### config.mk
export PLATFORM = sky130hd
export DESIGN_NAME = ppg_port_group
export DESIGN_NICKNAME = d
export VERILOG_FILES = /design/src/include/ppg_pkg.sv /design/src/core/ppg_port_group.sv
export VERILOG_INCLUDE_DIRS = /design/src /design/src/include
export SDC_FILE = /design/constraint.sdc
export NUM_CORES = 2
export LEC_CHECK = 0
export ABC_AREA = 1
export BUFFER_PORTS_ARGS = -buffer_cell sky130_fd_sc_hd__buf_2
export CAP_MARGIN = 20
export CORE_AREA = 5 5 521 523
export DETAILED_ROUTE_END_ITERATION = 6
export DIE_AREA = 0 0 526 528
export PLACE_DENSITY = 0.3
export SLEW_MARGIN = 5
export SYNTH_ARGS = -nofsm -noshare
export SYNTH_HDL_FRONTEND = slang
export SYNTH_SLANG_ARGS = --single-unit
### constraint.sdc
create_clock -name clock_in -period 1.7 [get_ports clock_in]
set_input_delay 0.085 -clock clock_in [delete_from_list [all_inputs] [get_ports clock_in]]
set_output_delay 0.085 -clock clock_in [all_outputs]
set_load 0.01 [all_outputs]
### src/include/ppg_defines.svh
// register offsets, field layouts, masks and reset values of the parallel port group
`ifndef PPG_DEFINES_SVH
`define PPG_DEFINES_SVH

// ============================================================
// register offsets (word index on the 8-bit register address)
`define PPG_DATA_BASE    8'h00
`define PPG_DIR_BASE     8'h10
`define PPG_ODS_BASE     8'h20
`define PPG_SET_BASE     8'h30
`define PPG_CLR_BASE     8'h40
`define PPG_TGL_BASE     8'h50
`define PPG_ITS_ADDR     8'h60
`define PPG_XITS_ADDR    8'h61

// ============================================================
// per-port bit masks, port 8 in the top word, port 0 in the bottom word
`define PPG_IMPL_MASKS   144'h00ff_00ff_00ff_ffff_00ff_bfff_ffff_ffff_ffff
`define PPG_OUT_MASKS    144'h00ff_00ff_00ff_0000_00ff_bfff_ffff_ffff_ffff
`define PPG_ODS_MASKS    144'h00ff_00ff_00ff_0000_00ff_bfff_ffff_0000_0000

// ============================================================
// threshold select fields
`define PPG_ITS_W        8
`define PPG_XITS_W       5
`define PPG_XITS_P4      0
`define PPG_XITS_P5L     1
`define PPG_XITS_P5H     2
`define PPG_XITS_P7      3
`define PPG_XITS_P8      4

// ============================================================
// reset values
`define PPG_RST_WORD     16'h0000
`define PPG_RST_DIR      16'h0000
`define PPG_RST_ODS      16'h0000
`define PPG_RST_ITS      8'h00
`define PPG_RST_XITS     5'h00
`define PPG_RST_OE_N     16'hffff

`endif

### src/include/ppg_pkg.sv
// types shared by the parallel port group and its bench
package ppg_pkg;

    // ============================================================
    // sizes
    localparam int PPG_PORTS = 9;

    typedef logic [15:0]      ppg_word_t;
    typedef logic [8:0][15:0] ppg_port_word_t;
    typedef logic [8:0][1:0]  ppg_thresh_t;

    // ============================================================
    // per-port alternate function controls from the peripherals
    typedef struct packed {
        logic [15:0] enable;      // line claimed by its alternate function
        logic [15:0] data;        // alternate output data
        logic [15:0] pwm_bypass;  // alternate output skips the latch gating
        logic [15:0] auto_dir_en; // hardware owns the direction
        logic [15:0] auto_dir;    // hardware direction, 1 = drive
    } ppg_alt_ctrl_t;

    // ============================================================
    // per-port pad drive
    typedef struct packed {
        logic [15:0] level;       // value driven while enabled
        logic [15:0] oe_n;        // low while the pad is driven
    } ppg_pad_drive_t;

endpackage

### src/core/ppg_port_group.sv
// nine-group parallel I/O block with its software register port
`timescale 1ns/1ps
`include "ppg_defines.svh"

// Summary of operation
// RQ1: 111 lines in nine software-controlled groups
// RQ2: group three lacks line fourteen
// RQ3: group five sixteen bits, input only
// RQ4: every pin sampled each clock
// RQ5: input pin: write latch, read pin
// RQ6: input pin: modify pin value into latch
// RQ7: output pin: drives latch, reads latch
// RQ8: output pin: modify latch value, drives pin
// RQ9: open-drain select on groups 2,3,4,6,7,8
// RQ10: one threshold bit per byte (group 6 has none here)
// RQ11: direction and drive ignore threshold choice
// RQ12: each line has one alternate function
// RQ13: alternate output only when direction outputs
// RQ14: drive is latch AND alternate, PWM bypasses
// RQ15: software keeps latch one for alternates
// RQ16: directions reset to input
// RQ17: output pin feeds latch to alternate input
// RQ18: software sets direction before alternate enable
// RQ19: hardware switches direction on automatic lines
// RQ20: unclaimed lines stay general purpose
// RQ21: open-drain and thresholds reset cleared
module ppg_port_group (
    input  wire logic                                clock_in,
    input  wire logic                                rst_in,
    input  wire logic [7:0]                          addr_in,
    input  wire logic [15:0]                         wdata_in,
    input  wire logic                                wr_in,
    input  wire logic                                rd_in,
    output logic [15:0]                              rdata_out,
    input  wire ppg_pkg::ppg_port_word_t             pins_in,
    input  wire ppg_pkg::ppg_alt_ctrl_t [8:0]        alt_in,
    output ppg_pkg::ppg_pad_drive_t [8:0]            pads_out,
    output ppg_pkg::ppg_port_word_t                  alt_data_out,
    output ppg_pkg::ppg_thresh_t                     thresh_cmos_out
);
    import ppg_pkg::*;

    // ============================================================
    // constants
    localparam logic [143:0] IMPL_MASKS = `PPG_IMPL_MASKS;  // implemented lines
    localparam logic [143:0] OUT_MASKS  = `PPG_OUT_MASKS;   // lines with a driver
    localparam logic [143:0] ODS_MASKS  = `PPG_ODS_MASKS;   // lines with open-drain select

    // ============================================================
    // state
    ppg_port_word_t           data_latch;       // output latches
    ppg_port_word_t           dir;              // pin_direction_bit per line, 1 = output
    ppg_port_word_t           open_drain_select; // 1 = open drain
    ppg_port_word_t           sample;           // input latches
    logic [`PPG_ITS_W-1:0]    input_threshold_select;     // cmos select, groups 0..3
    logic [`PPG_XITS_W-1:0]   ext_input_threshold_select; // cmos select, groups 4,5,7,8

    // ============================================================
    // decode of the register port
    wire its_wr  = wr_in && (addr_in == `PPG_ITS_ADDR);   // threshold register write
    wire xits_wr = wr_in && (addr_in == `PPG_XITS_ADDR);  // extended threshold write
    wire its_rd  = addr_in == `PPG_ITS_ADDR;
    wire xits_rd = addr_in == `PPG_XITS_ADDR;

    // read contributions chained through the groups
    logic [9:0][15:0] rd_chain;
    assign rd_chain[0] = 16'h0000;

    // ============================================================
    // per-group logic
    genvar p;
    generate
        for (p = 0; p < PPG_PORTS; p++) begin : g_port
            // masks of this group; absent lines never store nor drive [RQ1] [RQ2] [RQ3]
            wire [15:0] impl_m = IMPL_MASKS[p*16 +: 16];
            wire [15:0] out_m  = OUT_MASKS[p*16 +: 16];
            wire [15:0] ods_m  = ODS_MASKS[p*16 +: 16];

            // register hits of this group
            wire hit_data = addr_in == (`PPG_DATA_BASE + 8'(p));
            wire hit_dir  = addr_in == (`PPG_DIR_BASE + 8'(p));
            wire hit_ods  = addr_in == (`PPG_ODS_BASE + 8'(p));
            wire hit_set  = addr_in == (`PPG_SET_BASE + 8'(p));
            wire hit_clr  = addr_in == (`PPG_CLR_BASE + 8'(p));
            wire hit_tgl  = addr_in == (`PPG_TGL_BASE + 8'(p));

            // port read value: latch for outputs, sampled pin for inputs [RQ5] [RQ7]
            wire [15:0] read_val = (dir[p] & data_latch[p]) | (~dir[p] & sample[p]);

            // read-modify-write takes the read value above, so inputs fold the pin
            // level and outputs the latch level back into the latch [RQ6] [RQ8]
            wire [15:0] rmw_set = read_val | wdata_in;
            wire [15:0] rmw_clr = read_val & ~wdata_in;
            wire [15:0] rmw_tgl = read_val ^ wdata_in;

            // every write lands in the latch whatever the direction [RQ5] [RQ7]
            wire [15:0] next_latch =
                (wr_in && hit_data) ? (wdata_in & impl_m) :
                (wr_in && hit_set)  ? (rmw_set & impl_m) :
                (wr_in && hit_clr)  ? (rmw_clr & impl_m) :
                (wr_in && hit_tgl)  ? (rmw_tgl & impl_m) :
                data_latch[p];

            // direction and open-drain stores, kept per line [RQ9] [RQ11]
            wire [15:0] next_dir = (wr_in && hit_dir) ? (wdata_in & out_m) : dir[p];
            wire [15:0] next_ods = (wr_in && hit_ods) ? (wdata_in & ods_m) : open_drain_select[p];

            // effective direction: automatic lines follow the peripheral [RQ19]
            wire [15:0] eff_dir = ((alt_in[p].auto_dir_en & alt_in[p].auto_dir) |
                                   (~alt_in[p].auto_dir_en & dir[p])) & out_m;

            // drive value: latch alone, latch AND alternate, or raw pwm [RQ14] [RQ12] [RQ20]
            wire [15:0] alt_gated = data_latch[p] & alt_in[p].data;
            wire [15:0] alt_val   = (alt_in[p].pwm_bypass & alt_in[p].data) |
                                    (~alt_in[p].pwm_bypass & alt_gated);
            wire [15:0] drv_val   = (alt_in[p].enable & alt_val) |
                                    (~alt_in[p].enable & data_latch[p]);

            // pad enable: only with output direction, and open drain only pulls low [RQ13] [RQ9]
            wire [15:0] next_oe_n  = ~(eff_dir & (~open_drain_select[p] | ~drv_val));
            wire [15:0] next_level = drv_val & ~open_drain_select[p] & eff_dir;

            // alternate input sees the latch when the line drives, else the pin [RQ17]
            wire [15:0] next_alt = ((eff_dir & data_latch[p]) | (~eff_dir & sample[p])) & impl_m;

            // read contribution of this group
            wire [15:0] rd_part = ({16{hit_data}} & read_val) |
                                  ({16{hit_dir}}  & dir[p]) |
                                  ({16{hit_ods}}  & open_drain_select[p]);
            assign rd_chain[p+1] = rd_chain[p] | rd_part;

            // latches, directions and pads of this group
            always_ff @(posedge clock_in) begin
                if (rst_in) begin
                    data_latch[p]        <= `PPG_RST_WORD;
                    dir[p]               <= `PPG_RST_DIR;      // all inputs [RQ16]
                    open_drain_select[p] <= `PPG_RST_ODS;      // push-pull [RQ21]
                    sample[p]            <= `PPG_RST_WORD;
                    pads_out[p].level    <= `PPG_RST_WORD;
                    pads_out[p].oe_n     <= `PPG_RST_OE_N;
                    alt_data_out[p]      <= `PPG_RST_WORD;
                end else begin
                    data_latch[p]        <= next_latch;
                    dir[p]               <= next_dir;
                    open_drain_select[p] <= next_ods;
                    sample[p]            <= pins_in[p] & impl_m; // every clock, any direction [RQ4]
                    pads_out[p].level    <= next_level;
                    pads_out[p].oe_n     <= next_oe_n;
                    alt_data_out[p]      <= next_alt;
                end
            end
        end
    endgenerate

    // ============================================================
    // threshold selects, one bit per byte except group 6, which has none [RQ10]
    wire [`PPG_ITS_W-1:0]  next_its  = its_wr  ? wdata_in[`PPG_ITS_W-1:0]  : input_threshold_select;
    wire [`PPG_XITS_W-1:0] next_xits = xits_wr ? wdata_in[`PPG_XITS_W-1:0] : ext_input_threshold_select;

    // byte map: groups 0..3 take two bits each, 4/7/8 one, 5 two, 6 has none
    ppg_thresh_t next_thresh;
    assign next_thresh[0] = input_threshold_select[1:0];
    assign next_thresh[1] = input_threshold_select[3:2];
    assign next_thresh[2] = input_threshold_select[5:4];
    assign next_thresh[3] = input_threshold_select[7:6];
    assign next_thresh[4] = {2{ext_input_threshold_select[`PPG_XITS_P4]}};
    assign next_thresh[5] = {ext_input_threshold_select[`PPG_XITS_P5H], ext_input_threshold_select[`PPG_XITS_P5L]};
    assign next_thresh[6] = 2'h0;
    assign next_thresh[7] = {2{ext_input_threshold_select[`PPG_XITS_P7]}};
    assign next_thresh[8] = {2{ext_input_threshold_select[`PPG_XITS_P8]}};

    // ============================================================
    // read data: unmapped addresses answer zero
    wire [15:0] next_rdata = rd_chain[PPG_PORTS] |
                             (its_rd  ? {8'h00, input_threshold_select} : 16'h0000) |
                             (xits_rd ? {11'h000, ext_input_threshold_select} : 16'h0000);

    // threshold registers and read port; threshold never touches direction or drive [RQ11]
    always_ff @(posedge clock_in) begin
        if (rst_in) begin
            input_threshold_select     <= `PPG_RST_ITS;   // ttl [RQ21]
            ext_input_threshold_select <= `PPG_RST_XITS;  // ttl [RQ21]
            thresh_cmos_out            <= '0;
            rdata_out                  <= `PPG_RST_WORD;
        end else begin
            input_threshold_select     <= next_its;
            ext_input_threshold_select <= next_xits;
            thresh_cmos_out            <= next_thresh;
            // held at zero outside the cycle after a read
            rdata_out                  <= rd_in ? next_rdata : 16'h0000;
        end
    end

endmodule

==> results <==
- The fraction of synthesis flops using an asynchronous set or reset pin is 0.
- STA classifies the critical path endpoint as a flop.
- The count of input and output buffers is 946.
- Together, buffers and inverters on the worst path number 6.
- The floorplan step defined a core boundary enclosing 266000 sq um.
- The clock input transition at the sequential cells of the worst setup and hold paths is 0.06 ns.
- sky130_fd_sc_hd__dfxtp_1 takes more of the synthesized area than any other cell.
- The half-perimeter wire length of the detailed placement result is 203 mm.
- The count of clock tree sinks is 707.
- After detailed routing, the number of remaining DRC violations is 0.
- The average cell area after synthesis is 7.29 sq um.
- In this run the vertical extent of the chip is 528 microns.
- The number of warnings printed during yosys synthesis is 0.
- Routability-driven placement finished with a final weighted congestion of 0.856.
- The count of routing violations after the opening detailed-route iteration is 2470.
- The final worst-path cycle share is 0.980.
- The flow ran to the end, and the final reports show no timing, DRC or antenna violations.
- Ranked by total cell area, the synthesized netlist is headed by sky130_fd_sc_hd__dfxtp_1 (41%), sky130_fd_sc_hd__o21ai_0 (8.9%), sky130_fd_sc_hd__a21oi_1 (7.2%).
- The wire length of the first global-routing pass is 337 mm.
- The maximum clock insertion buffer count is 3.
- The total leakage power is 0.0267 uW.
- The initial antenna violation count is 74.
- The clock latency reported for the late side of the worst-skew pair is 0.78 ns.
- For this configuration, the core starts out at a cell density of 0.130.
- The cell area that synthesis handed to floorplanning was 34700 sq um.
- The peak per-stage delay on the critical path is 0.58 ns.
- The critical hold path startpoint is alt_in[194].
- The top cell types in the final layout, fill and taps aside, are sky130_fd_sc_hd__buf_2 (944), sky130_fd_sc_hd__dlygate4sd3_1 (750), sky130_fd_sc_hd__dfxtp_1 (672), sky130_fd_sc_hd__inv_1 (611), sky130_fd_sc_hd__nand2_1 (589).
- Measured along the x axis, the die boundary spans 526 microns.
- The critical path arrival is 2.34 ns.
- The transition at the pin with the smallest max-transition slack is 0.618 ns.
- IR analysis of the VDD net gives a maximum drop of 859 uV.
- Setup repair after global routing left no endpoint under its margin.
- TritonCTS created 99 clock buffers.
- The via count of the first global-routing pass is 40700.
- The overall overflow remaining after global route is 0.
- In this run the tightest slew margin relative to its limit is 0.584.
- Entering global routing, the biggest net connects 84 pins.
- The signed area change from the synthesized netlist to the final layout is 71.0%.
- The library cell used most frequently in the layout, excluding fill and tap cells, is sky130_fd_sc_hd__buf_2.
- The synthesis-stage register bit count is 707.
- The maximum achievable frequency is 600 MHz.
- In the final design database the tool counted 7999 nets.
- The routed layout has 40800 vias.
- The type of element launching the critical path is an input pin.
- The number of flops mapped to enable cells by yosys is 0.
- Setup total negative slack on the finished layout was measured at 0 ns.
- The number of max-cap violations is 0.
- For hold timing, the worst endpoint is pads_out[82].
- STA puts the critical path data required time at 2.37 ns.
- The family of cells with the greatest summed delay on the critical path is buffers and inverters.
- The CTS tree is yes.
- The slowest stage of the critical path belongs to the cell sky130_fd_sc_hd__dlygate4sd3_1.
- The routed length per instance is 23.8 microns.
- The area of placed instances is 48000 sq um.
- The ratio of routed vias to standard cells is 3.86.
- The startpoint of the worst register-to-register path is dir[16].
- In this run the critical register-to-register path is captured at alt_data_out[16].
- Clock skew on the completed layout was measured at 0.0542 ns.
- The count of pins on the block boundary is 1358.
- The first TritonRoute pass finished after 5 iterations.
- The final setup violation count is 0.
- The main flop type after synthesis is sky130_fd_sc_hd__dfxtp_1.
- The die covers 278000 sq um.
- The register area share after synthesis is 0.408.
- The top-area cell type share of the netlist area is 0.408.
- The count of final max-slew check failures is 0.
- The minimum clock period is 1.67 ns.
- Once layout is complete, the utilization of the core stands at 0.223.
- Dividing total power by cell area gives a power density of 791 nW/um^2.
- The post-route worst hold slack is 0.0577 ns.
- The cell depth of the worst flop-to-flop path is 5.
- Summing internal, switching and leakage power gives 46900 uW.
- In this run the number of H-tree levels came out at 3.
- Synthesis produced 4761 cells.
- The critical path class is in -> reg.
- The slack of the worst reg-to-reg path is 0.04 ns.
- Once detail routing completed, the nets flagged for antenna violations numbered 0.
- The buffer cell driving the clock tree root is sky130_fd_sc_hd__clkbuf_16.
- The aggregate global-route resource usage is 0.174.
- Fill cells in the final layout number 29700.
- In the final layout, the share of cells above drive strength 1 is 0.265.
- After floorplanning, the core was divided into 190 placement rows.
- The critical path goes through dlygate4sd3_1 -> buf_8 -> buf_12 -> buf_12 -> buf_4 -> nor2_1 -> dlygate4sd3_1 -> o21ai_0.
- The type of the worst min-delay path is in -> reg.
- In this run the worst path has a maximum fanout of 33.
- Once layout is done, the placed cells without fillers occupy 59300 sq um.
- The number of endpoints with negative hold slack in the final report is 0.
- The count of cell types in the netlist is 33.
- The detailed-route wire length is 251 mm.
- The worst hold path was traced through 6 stages.
registers in the layout (all words and copies together) (netlist names):
register	flops
pads_out	190
alt_data_out	111
data_latch	95
dir	95
sample	95
open_drain_select	63
g_port.next_alt	16
rdata_out	16
thresh_cmos_out	13
input_threshold_select	8
ext_input_threshold_select	5
kinds of logic after synthesis:
group	synth area share
simple gates	0.198
compound gates	0.188
buf+inv	0.124
flops	0.408
fa+ha+maj	0.0685
mux	0.0138
other cells	0.000216
tightest hold or removal path, cell delays in order:
cell	delay (ns)
sky130_fd_sc_hd__buf_2	0.10
sky130_fd_sc_hd__o21ai_0	0.13
sky130_fd_sc_hd__nand2_1	0.05
sky130_fd_sc_hd__o21ai_0	0.15
sky130_fd_sc_hd__buf_4	0.19
sky130_fd_sc_hd__nor4_1	0.07
synth_stat cells (32+ instances only):
master,instances
sky130_fd_sc_hd__buf_4,141
sky130_fd_sc_hd__nor4_1,63
sky130_fd_sc_hd__clkbuf_1,137
sky130_fd_sc_hd__o21a_1,32
sky130_fd_sc_hd__a211oi_1,34
sky130_fd_sc_hd__inv_1,616
sky130_fd_sc_hd__dfxtp_1,707
sky130_fd_sc_hd__nor2_1,468
sky130_fd_sc_hd__nand2_1,592
sky130_fd_sc_hd__nand4_1,38
sky130_fd_sc_hd__o21ai_0,617
sky130_fd_sc_hd__nand3_1,342
sky130_fd_sc_hd__or2_2,40
sky130_fd_sc_hd__buf_2,60
sky130_fd_sc_hd__mux2i_1,48
sky130_fd_sc_hd__ha_1,190
sky130_fd_sc_hd__a21oi_1,499
layout make-up:
type                       count  area (sq um)  area share
tap                         3552          4440      0.0749
clock buffer                 144          2880      0.0485
antenna                       20          50.0    0.000843
sequential                   707         14200       0.239
inverter                     637          2410      0.0406
timing repair buffer        2270         17800       0.299
multi-input combinational   3202         16900       0.286
clock inverter                42           649      0.0109
timing repair:
item	4_1_cts	5_1_grt
pin swaps	0	6
gates resized for setup	16	122
setup buffers	0	1
endpoints found under the hold margin	665	19
endpoints found under the setup margin	15	115
hold buffers	751	10
metal layers:
layer	track usage	share of wire
met1	0.220	0.44
met2	0.302	0.48
met3	0.0341	0.061
met4	0.0444	0.026
met5	0	0.00050
worst max-delay path by stage:
stage / startpoint / to / cells after the start
floorplan: wdata_in[0] / data_latch[112] / 7
global placement: addr_in[5] / rdata_out[7] / 12
detailed placement: addr_in[5] / rdata_out[7] / 12
CTS: dir[130] / rdata_out[2] / 9
global route: dir[55] / alt_data_out[55] / 5
finish: rst_in / pads_out[131] / 8
stage by stage:
step / setup WS, ns / cells
2_1_floorplan: 0.0776 / 4892
3_5_place_dp: -0.541 / 9614
4_1_cts: 0.00101 / 10600
6_report: 0.0342 / 10600
5_1_grt: 0.000119 / 10600
3_3_place_gp: -0.578 / 9614
where the power goes:
| group | internal, uW | switching (uW) | leakage [uW] |
|---|---|---|---|
| Combinational | 3040 | 3540 | 0.0192 |
| Sequential | 17000 | 205 | 0.00579 |
| Clock | 13800 | 9340 | 0.00172 |
| Total | 33800 | 13100 | 0.0267 |
Power figures use the tool's default switching activity.
